**src/hdl/vcl_params.svh**
```systemverilog
`ifndef VCL_PARAMS_SVH
`define VCL_PARAMS_SVH
// Configuration space base in the program address map
`define VCL_CFG_BASE      22'h30_0000
// Number of configuration bytes copied (three words, six bytes)
`define VCL_CFG_BYTES     3'h6
// Flash offset of the lowest configuration byte below the top of memory
`define VCL_TOP_OFFSET    4'h8
// Erased or unprogrammed state of a configuration byte
`define VCL_UNPROG        8'hFF
// Upper nibble of the high bytes holds no cells
`define VCL_HI_IMPL_MASK  8'h0F
`define VCL_LO_IMPL_MASK  8'hFF
// Flash read latency in system clocks
`define VCL_FLASH_LAT     2'h2
`endif

```
**src/hdl/vcl_pkg.sv**
```systemverilog
package vcl_pkg;
  typedef enum logic [1:0] {
    VCL_ST_CLEAR = 2'b00,
    VCL_ST_REQ   = 2'b01,
    VCL_ST_WAIT  = 2'b10,
    VCL_ST_DONE  = 2'b11
  } vcl_state_t;

  // Flash read request toward the program array
  typedef struct packed {
    logic        rd;
    logic [20:0] addr;
  } vcl_flash_req_t;

  // Runtime write toward the configuration space
  typedef struct packed {
    logic        we;
    logic [21:0] addr;
    logic [7:0]  data;
  } vcl_cfg_wr_t;
endpackage

```
**src/hdl/vcl_loader.sv**
```systemverilog
`timescale 1ns/1ps
`include "vcl_params.svh"
module vcl_loader #(
  parameter int FLASH_AW = 21
) (
  // Clock and resets
  input  wire logic                 i_clk_sys,
  input  wire logic                 i_rstn,
  input  wire logic                 i_por_n,
  // Program flash read port
  output vcl_pkg::vcl_flash_req_t   o_flash_req,
  input  wire logic [7:0]           i_flash_data,
  // Runtime configuration writes
  input  vcl_pkg::vcl_cfg_wr_t      i_cfg_wr,
  // Configuration outputs
  output logic [7:0]                o_cfg_word1_low,
  output logic [7:0]                o_cfg_word1_high,
  output logic [7:0]                o_cfg_word2_low,
  output logic [7:0]                o_cfg_word2_high,
  output logic [7:0]                o_cfg_word3_low,
  output logic [7:0]                o_cfg_word3_high,
  output logic                      o_load_done,
  output logic                      o_core_rstn
);
  import vcl_pkg::*;

  logic [7:0]  cfg_reg   [6];
  logic [7:0]  wonce_reg [6];
  vcl_state_t  state_reg, state_next;
  logic [2:0]  idx_reg;
  logic [1:0]  lat_reg;
  logic        done_reg, core_reg;
  logic        rd_reg;
  logic [FLASH_AW-1:0] addr_reg;
  logic        rst_any_n;

  // Only power-on reset restarts loading; i_rstn alone holds the core
  assign rst_any_n = i_por_n;

  // Lowest configuration byte sits eight bytes below the top
  wire [FLASH_AW-1:0] base_addr = {FLASH_AW{1'b1}}
                     - FLASH_AW'(`VCL_TOP_OFFSET) + FLASH_AW'(1);

  // Decode runtime writes into the configuration space
  wire [21:0] wr_off  = i_cfg_wr.addr - `VCL_CFG_BASE;
  wire        wr_hit  = i_cfg_wr.we && done_reg &&
                        (i_cfg_wr.addr >= `VCL_CFG_BASE) &&
                        (wr_off < 22'(`VCL_CFG_BYTES));
  wire [2:0]  wr_idx  = wr_off[2:0];
  wire [7:0]  imp_msk = wr_idx[0] ? `VCL_HI_IMPL_MASK
                                  : `VCL_LO_IMPL_MASK;
  wire        lat_end = (lat_reg == `VCL_FLASH_LAT);
  wire        last    = (idx_reg == `VCL_CFG_BYTES - 3'h1);

  // Next fetch index; the address register must follow this one, since
  // the old index would refetch the byte that was just taken
  wire        load_step = (state_reg == VCL_ST_WAIT) && lat_end;
  wire [2:0]  idx_next  = (load_step && !last) ? idx_reg + 3'h1
                                               : idx_reg;

  // Loader sequence
  always_comb begin
    state_next = state_reg;
    case (state_reg)
      VCL_ST_CLEAR: state_next = VCL_ST_REQ;
      VCL_ST_REQ:   state_next = VCL_ST_WAIT;
      VCL_ST_WAIT:  if (lat_end) begin
        state_next = last ? VCL_ST_DONE : VCL_ST_REQ;
      end
      VCL_ST_DONE:  state_next = VCL_ST_DONE;
      default:      state_next = VCL_ST_CLEAR;
    endcase
  end

  always_ff @(posedge i_clk_sys) begin
    if (!rst_any_n) begin
      state_reg <= VCL_ST_CLEAR;
      idx_reg   <= 3'h0;
      lat_reg   <= 2'h0;
      done_reg  <= 1'b0;
      rd_reg    <= 1'b0;
      addr_reg  <= '0;
    end else begin
      state_reg <= state_next;
      rd_reg    <= (state_next == VCL_ST_REQ);
      addr_reg  <= base_addr + FLASH_AW'(idx_next);
      lat_reg   <= (state_reg == VCL_ST_WAIT) ? lat_reg + 2'h1 : 2'h0;
      idx_reg   <= idx_next;
      done_reg  <= (state_next == VCL_ST_DONE);
    end
  end

  // Cells: cleared on power-on, loaded once, then write-once
  always_ff @(posedge i_clk_sys) begin
    for (int k = 0; k < 6; k++) begin
      if (!rst_any_n) begin
        cfg_reg[k]   <= `VCL_UNPROG;
        wonce_reg[k] <= 8'h00;
      end else if (state_reg == VCL_ST_WAIT && lat_end &&
                   idx_reg == 3'(k)) begin
        cfg_reg[k]   <= i_flash_data | ~(k[0] ? `VCL_HI_IMPL_MASK
                                               : `VCL_LO_IMPL_MASK);
        wonce_reg[k] <= ~i_flash_data;
      end else if (wr_hit && wr_idx == 3'(k)) begin
        // Zero bit means programmed; only untouched cells take it
        cfg_reg[k]   <= cfg_reg[k] & ~(~i_cfg_wr.data & imp_msk
                                       & ~wonce_reg[k]);
        wonce_reg[k] <= wonce_reg[k] | (imp_msk & ~i_cfg_wr.data);
      end
    end
  end

  // Core held in reset until loading ends
  always_ff @(posedge i_clk_sys) begin
    if (!i_por_n) begin
      core_reg <= 1'b0;
    end else begin
      core_reg <= done_reg && i_rstn;
    end
  end

  assign o_flash_req.rd   = rd_reg;
  assign o_flash_req.addr = addr_reg;
  assign o_cfg_word1_low  = cfg_reg[0];
  assign o_cfg_word1_high = cfg_reg[1];
  assign o_cfg_word2_low  = cfg_reg[2];
  assign o_cfg_word2_high = cfg_reg[3];
  assign o_cfg_word3_low  = cfg_reg[4];
  assign o_cfg_word3_high = cfg_reg[5];
  assign o_load_done      = done_reg;
  assign o_core_rstn      = core_reg;
endmodule // vcl_loader

```
**config.mk**
```make
export PLATFORM = sky130hd
export DESIGN_NAME = vcl_loader
export DESIGN_NICKNAME = d
export VERILOG_FILES = /design/src/hdl/vcl_pkg.sv /design/src/hdl/vcl_loader.sv
export VERILOG_INCLUDE_DIRS = /design/src /design/src/hdl
export SDC_FILE = /design/constraint.sdc
export NUM_CORES = 1
export LEC_CHECK = 0
export ABC_AREA = 1
export BUFFER_PORTS_ARGS = -buffer_cell sky130_fd_sc_hd__buf_2
export CAP_MARGIN = 15
export CORE_MARGIN = 2
export CORE_UTILIZATION = 45
export CTS_BUF_LIST = sky130_fd_sc_hd__clkbuf_4 sky130_fd_sc_hd__clkbuf_8
export DETAILED_ROUTE_END_ITERATION = 12
export PLACE_DENSITY = 0.65
export SYNTH_ARGS = -nofsm -noshare
export SYNTH_HDL_FRONTEND = slang
export SYNTH_SLANG_ARGS = --single-unit
```
**constraint.sdc**
```tcl
create_clock -name i_clk_sys -period 2.3 [get_ports i_clk_sys]
set_input_delay 0.23 -clock i_clk_sys [delete_from_list [all_inputs] [get_ports i_clk_sys]]
set_output_delay 0.23 -clock i_clk_sys [all_outputs]
set_load 0.01 [all_outputs]
```
### After elaboration in Yosys (flattened, before gate mapping)

Memories as Yosys holds them, arrays and structs flattened.
Cells that the tools add are included.

| storage, ports and cells | value |
|---|---|
| bits in registers | 31 |
| memory bits (writable) | 96 |
| output and inout bits | 72 |
| memories kept | 2 |

Memory list:

| memory | depth | bits a word | rd ports | clocked after Yosys merged registers in | wr ports | RTL line | RTL |
|---|---|---|---|---|---|---|---|
| cfg_reg | 6 | 8 | 6 | 0 | 6 | vcl_loader.sv:27 | `logic [7:0] cfg_reg [6];` |
| wonce_reg | 6 | 8 | 6 | 0 | 6 | vcl_loader.sv:28 | `logic [7:0] wonce_reg [6];` |

| operators by class | value |
|---|---|
| add/sub/neg operators | 4 |
| magnitude comparators | 2 |
| eq/ne operators | 16 |
| multiplexer cells | 72 |
| bitwise logic cells | 57 |
| reductions and logical operators | 23 |

Operators with widths:

| cell | count |
|---|---|
| $mux W8 | 25 |
| $not A8 Y8 | 14 |
| $and A8 B8 Y8 | 13 |
| $or A8 B8 Y8 | 6 |
| $mux W1 | 43 |
| $or A1 B1 Y1 | 24 |
| $ge A22 B22 Y1 const B | 1 |
| $lt A22 B3 Y1 const B | 1 |
| $sub A22 B22 Y22 const B | 1 |
| $logic_and A1 B1 Y1 | 18 |
| $eq A3 B2 Y1 const B | 4 |
| $eq A3 B3 Y1 const B | 4 |
| $eq A2 B2 Y1 const B | 4 |
| $pmux W2 S4 | 1 |
| $eq A3 B1 Y1 const B | 2 |
| $logic_not A3 Y1 | 2 |
| $add A4 B4 Y5 const A | 1 |
| $eq A2 B1 Y1 const B | 2 |
| $mux W2 | 2 |
| $add A3 B1 Y3 const B | 1 |
| $mux W3 | 1 |
| $add A2 B1 Y2 const B | 1 |
| $logic_not A2 Y1 | 1 |
| $reduce_and A2 Y1 | 1 |
| $logic_not A1 Y1 | 1 |

### Longest topological paths before layout

Gate-level depths: netlist of the first run.

| depth | value |
|---|---|
| word-level depth | 9 |
| mapped depth | 12 |
| depth with buffers taken out | 10 |

### Least setup slack after synthesis of the first run

Ideal clock, no wire load.

| path | value |
|---|---|
| path type | reg2reg |
| from | register idx_reg[1] |
| to | memory cfg_reg[5][0] (enable) |
| setup time | 0.375 ns |
| arrival time | 1.720 ns |
| slack | 0.204 ns |
| stages on the path, launching flop included | 9 |
| buffers on the path | 1 |
| clock period less this slack | 2.096 ns |
| cell sequence | dfxtp_1 > inv_1 > ha_1 > nand2_1 > nor2_1 > nor2_2 > nand2_4 > buf_6 > nand3_1 |

RTL lines:

| element | RTL line | RTL |
|---|---|---|
| from (decl) | vcl_loader.sv:30 | `logic [2:0] idx_reg;` |
| from (signal assigned) | vcl_loader.sv:88 | `idx_reg <= idx_next;` |
| to (decl) | vcl_loader.sv:27 |  |

==> results of run 1 <==
## synth_stat cells, drive strengths merged
library cell / instances
inv: 87
and2: 1
dfxtp: 11
buf: 32
nor3: 11
a31oi: 1
o21a: 8
o21ai: 96
nand3: 12
nand4: 31
ha: 6
edfxtp: 96
nand2: 158
a21oi: 3
nor2: 85
## worst paths after layout
kind,startpoint,to,slack (ps),depth (start not counted)
worst max-delay path,idx_reg[0],cfg_reg[2][3],260,8
worst min-delay path,i_rstn,o_core_rstn,80,3
worst max register to register,idx_reg[0],cfg_reg[2][3],260,8
worst min register to register,lat_reg[0],lat_reg[0],420,1
## power by group through the flow
stage	combinational [mW]	sequential (mW)	clock, mW
after floorplan	0.187	2.21	0
after global placement	0.317	2.22	0
after detailed placement	0.322	2.22	0
after CTS	0.324	2.17	1.27
after global routing	0.354	2.18	1.33
final	0.326	2.17	1.25
## stage by stage
stage | instances | area [um2]
5_1_grt | 924 | 6585
4_1_cts | 923 | 6569
2_1_floorplan | 638 | 5673
3_5_place_dp | 907 | 6357
6_report | 924 | 6585
3_3_place_gp | 907 | 6357
## layout make-up
cell class	instances	area (um2)	area share
Sequential cell	107	3103	0.4712
Tap cell	172	215.2	0.03268
Multi-Input combinational cell	412	2011	0.3053
Inverter	87	326.6	0.04959
Clock inverter	6	80.08	0.01216
Clock buffer	10	131.4	0.01995
Timing Repair Buffer	130	718.2	0.1091
## worst max-delay path, cell delays in order (launching register included)
cell and delay (ps):
dfxtp_1 420, inv_1 110, ha_1 200, nand2_1 100, nor2_1 80, nor2_4 270, nand4_4 300, nand2_1 190
o21ai_1 100
## logic make-up (layout without fill, tap and decap cells)
| logic type | count (synthesis) | count (layout) | synth area share |
|---|---|---|---|
| flops | 107 | 107 | 0.5470 |
| simple gates | 298 | 298 | 0.2406 |
| buf+inv | 119 | 233 | 0.1001 |
| fa+ha+maj | 6 | 6 | 0.01323 |
| compound gates | 108 | 108 | 0.09903 |
## timing repair
item	CTS	global route
resized for setup	0	1
setup endpoints to repair	0	21
buffers inserted	0	1
## routing by layer
| metal | routed length [um] | global-route usage | part of all wire |
|---|---|---|---|
| met4 | 439 | 0.1056 | 0.028 |
| met2 | 7095 | 0.3744 | 0.45 |
| met1 | 6803 | 0.3412 | 0.43 |
| met5 | 0 | 0 | 0 |
| met3 | 1433 | 0.03633 | 0.091 |
==> impl_metrics.toml, run 1 <==
[cells_and_area]
syn2layout_area_growth_pct = 16.08
nFillCells = 1181
final_cell_mix = "nand2_1, buf_2, edfxtp_1"
layout.nets = 795
post-route-util = 0.5283
drive_above_1_share = 0.2274
n_antenna_cell = 0
layout_commonest_cell = "nand2_1"

[pwr]
power_frac_seq = 0.579
p_sw_mw = 0.8918
pwr-share-comb = 0.087
power_per_cell_area_nw_per_um2 = 570.3
leakage_nw = 2.790
p_clk_frac = 0.334
swShare = 0.2375
intPower_mw = 2.864
vdd_drop_max_mv = 0.3819
totalPowerFinal_mw = 3.755

[setup_path]
crit_fanout = 16
start_kind = "register"
crit_required_ps = 2420
path_class = "reg -> reg"
arrival_ps = 2160
cp-end-kind = "register"

[worst_hold_path]
hp-class = "in -> reg"

[global_routing]
grt_usage = 0.2422
grt_pass1_vias = 4604
overflow = 0
antenna_found_initial = 0
grt_max_degree = 38
grt_pass1_wl_um = 24210

[route]
post_drt_wl_per_cell_um = 17.07
vias_per_cell = 5.187
final_antenna_net_count = 0
drt_iter0_markers = 420
first_pass_iters = 5
drc_errors = 0
vias = 4793
totalWireLength_um = 15770

[placement]
io_buffers = 113
preCtsSetupSlack_ps = 131.2
hpwl_um = 11180
routabilityCongestion = 0.8709

[floorplanning]
start_util = 0.4551
ios = 114
die_x_um = 116.3
core-area_um2 = 12470
die_h_um = 116.3
dieArea_um2 = 13520
rows = 41

[timing]
hold_ws_ps = 81.41
fin_crit_ps = 2045
hold_violations = 0
relSlewSlack = 0.5565
rsz0062_at_grt = "false"
setup_viol = 0
period_share = 0.8891
finalSetupTns_ps = 0
final_max_slew_viol_count = 0
setup_ws_ps = 255.2
fmax_ghz = 0.4890
skew_ps = 13.48
tightest_slew_ps = 661.7

[cts]
tritoncts = "done"
clock_latency_ps = 380
clkSinkCount = 107
cts_max_level = 3
cts-root-buf = "clkbuf_8"
clkSlewWorstSetupHoldPaths_ps = 100
cts_buffers = 9
cts_hold_buffers = 0
cts_max_path_buffers = 2

[synth]
synth.top_cell.area_share = 0.5082
ys_warn_count = 0
synth_cell_types = 28
synth-seq-cells = 107
synthesis.nets = 686
synth_area_um2 = 5673
syn_area_per_cell_um2 = 8.892
synth_area_leaders = "edfxtp_1, nand2_1, o21ai_0"
ys_seq_area_frac = 0.5470
yosys.area.top_type = "edfxtp_1"
netlist_instances = 638

[flow_run]
cap_violations = 0

[status]
status = "finished, final reports clean"
Power figures use the tool's default switching activity.
==> inputs of run 2 (changes only) <==
--- a/config.mk
+++ b/config.mk
@@ -8,12 +8,14 @@
 export LEC_CHECK = 0
 export ABC_AREA = 1
 export BUFFER_PORTS_ARGS = -buffer_cell sky130_fd_sc_hd__buf_2
-export CAP_MARGIN = 15
+export CAP_MARGIN = 20
 export CORE_MARGIN = 2
 export CORE_UTILIZATION = 45
 export CTS_BUF_LIST = sky130_fd_sc_hd__clkbuf_4 sky130_fd_sc_hd__clkbuf_8
+export CTS_CLUSTER_SIZE = 28
 export DETAILED_ROUTE_END_ITERATION = 12
 export PLACE_DENSITY = 0.65
+export SETUP_SLACK_MARGIN = 0.3
 export SYNTH_ARGS = -nofsm -noshare
 export SYNTH_HDL_FRONTEND = slang
 export SYNTH_SLANG_ARGS = --single-unit
==> run 2 against run 1 <==
  * Register-to-register slack better by 170 ps
  * Sequential power hardly changed
  * Critical path depth is 2 higher
  * Critical path type unchanged
  * Combinational power is 5% higher
  * Final area is 1.7% higher
  * Highest routed layer unchanged
  * Cell count is 1.2% higher
  * Via count is 3.0% higher
  * Worst hold slack worse by 13 ps
  * Wire length is 4.2% higher
  * Die area stayed put
  * Largest power group unchanged
  * Count of clock-buffer cells in the layout is 1 higher
==> impl_metrics.toml, run 2 (synthesized netlist as in run 1, its figures left out) <==
[worst_hold_path]
holdPathStages = 3
hp-class = "in -> reg"
hp-start = "i_rstn"
min_to = "o_core_rstn"

[pwr]
power_frac_seq = 0.595
p_clk_frac = 0.311
p_sw_mw = 0.8875
swShare = 0.2430
pwr-share-comb = 0.093
vdd_drop_max_mv = 0.4410
intPower_mw = 2.765
power_per_cell_area_nw_per_um2 = 545.6
leakage_nw = 2.878

[placement]
preCtsSetupSlack_ps = 214.9
io_buffers = 113
placed_cells = 907
hpwl_um = 11030
routabilityCongestion = 0.9368

[setup_path]
start_kind = "register"
worst_r2r_path_depth = 10
path_class = "reg -> reg"
crit_fanout = 27
crit_required_ps = 2380
cp-end-kind = "register"
arrival_ps = 1950
r2r_end = "wonce_reg[0][9]"
reg2reg_from = "o_load_done"
reg2reg_slack_ps = 430

[cts]
cts_hold_buffers = 0
clkSinkCount = 107
clkSlewWorstSetupHoldPaths_ps = 90
cts_max_path_buffers = 2
clock_latency_ps = 390
tritoncts = "done"
cts_max_level = 3
cts_buffers = 9
cts-root-buf = "clkbuf_8"

[timing]
rsz0062_at_grt = "true"
setup_viol = 0
fmax_ghz = 0.5347
skew_ps = 9.125
fin_crit_ps = 1870
period_share = 0.8131
tightest_slew_ps = 671.5
relSlewSlack = 0.5509
setup_ws_ps = 429.8
hold_violations = 0
final_max_slew_viol_count = 0
finalSetupTns_ps = 0

[cells_and_area]
layout.nets = 807
drive_above_1_share = 0.2398
fin_cells = 935
final_cell_mix = "nand2_1, buf_2, edfxtp_1"
n_antenna_cell = 0
layout_commonest_cell = "nand2_1"
nFillCells = 1156
ff_latch_area_um2 = 3103
syn2layout_area_growth_pct = 18.00
multi_input_area_um2 = 2071

[flow_run]
cap_violations = 0

[floorplanning]
dieArea_um2 = 13520
ios = 114
core-area_um2 = 12470
die_h_um = 116.3
start_util = 0.4551
die_x_um = 116.3
rows = 41

[route]
vias = 4937
first_pass_iters = 6
drt_iter0_markers = 533
drc_errors = 0
totalWireLength_um = 16440
final_antenna_net_count = 0
post_drt_wl_per_cell_um = 17.58
vias_per_cell = 5.280

[global_routing]
grt_pass1_vias = 4627
grt_max_degree = 28
grt_usage = 0.2458
antenna_found_initial = 0
overflow = 0
grt_pass1_wl_um = 24530

[status]
status = "finished, final reports clean"
run 2: worst max-delay path by stage:
stage                      startpoint         endpoint  slack [ps]  depth (start not counted)
after floorplan            lat_reg[0]    cfg_reg[4][0]         320                          8
after global placement     lat_reg[0]    cfg_reg[0][4]         330                          8
after detailed placement   lat_reg[0]    cfg_reg[0][1]         210                          8
after CTS                  lat_reg[0]    cfg_reg[5][6]         300                          7
after global routing      o_load_done    cfg_reg[1][7]         290                         10
final                     o_load_done  wonce_reg[0][9]         430                         10
run 2: final cells by class:
type,count,share of cell area
sequential,107,0.4636
multi-input combinational,414,0.3093
timing repair buffer,140,0.1191
inverter,87,0.04879
tap,172,0.03215
clock buffer,11,0.02075
clock inverter,4,0.006355
run 2: per-stage QoR:
stage	total power, mW	hold WS (ps)	instance area [um2]	utilization
floorplan	2.402	257.7	5678	-
global placement	2.535	409.7	6362	0.5104
detailed placement	2.544	438.9	6362	0.5104
CTS	3.670	57.12	6560	0.5262
global route	3.786	66.96	6694	0.5370
finish	3.652	68.45	6694	0.5370
run 2: metal layers:
layer / up-vias / global-route usage / share of wire
li1: 2354 / - / -
met1: 2350 / 0.3266 / 0.42
met2: 209 / 0.4089 / 0.48
met3: 24 / 0.06487 / 0.087
met4: 0 / 0.05079 / 0.018
met5: - / 0 / 0
run 2: power by group through the flow:
stage | logic, mW | registers [mW] | clock network [mW]
after floorplan | 0.187 | 2.21 | 0
after global placement | 0.319 | 2.22 | 0
after detailed placement | 0.326 | 2.22 | 0
after CTS | 0.328 | 2.17 | 1.17
after global routing | 0.367 | 2.18 | 1.24
final | 0.341 | 2.17 | 1.14
run 2: repair_timing:
action	4_1_cts	5_1_grt
endpoints found under the setup margin	18	61
gates resized for setup	1	5
cloned	0	2
pin swaps	1	4
buffers inserted	1	10
run 2: critical path, cell delays in order, from the launching register on:
cell     delay [ps]
dfxtp_1         360
nand2_1          60
inv_1            50
nand2_1          70
nor2_4          100
inv_2            50
nor2_4          250
buf_12          220
nand2_1          70
nand2_1          70
buf_4           240
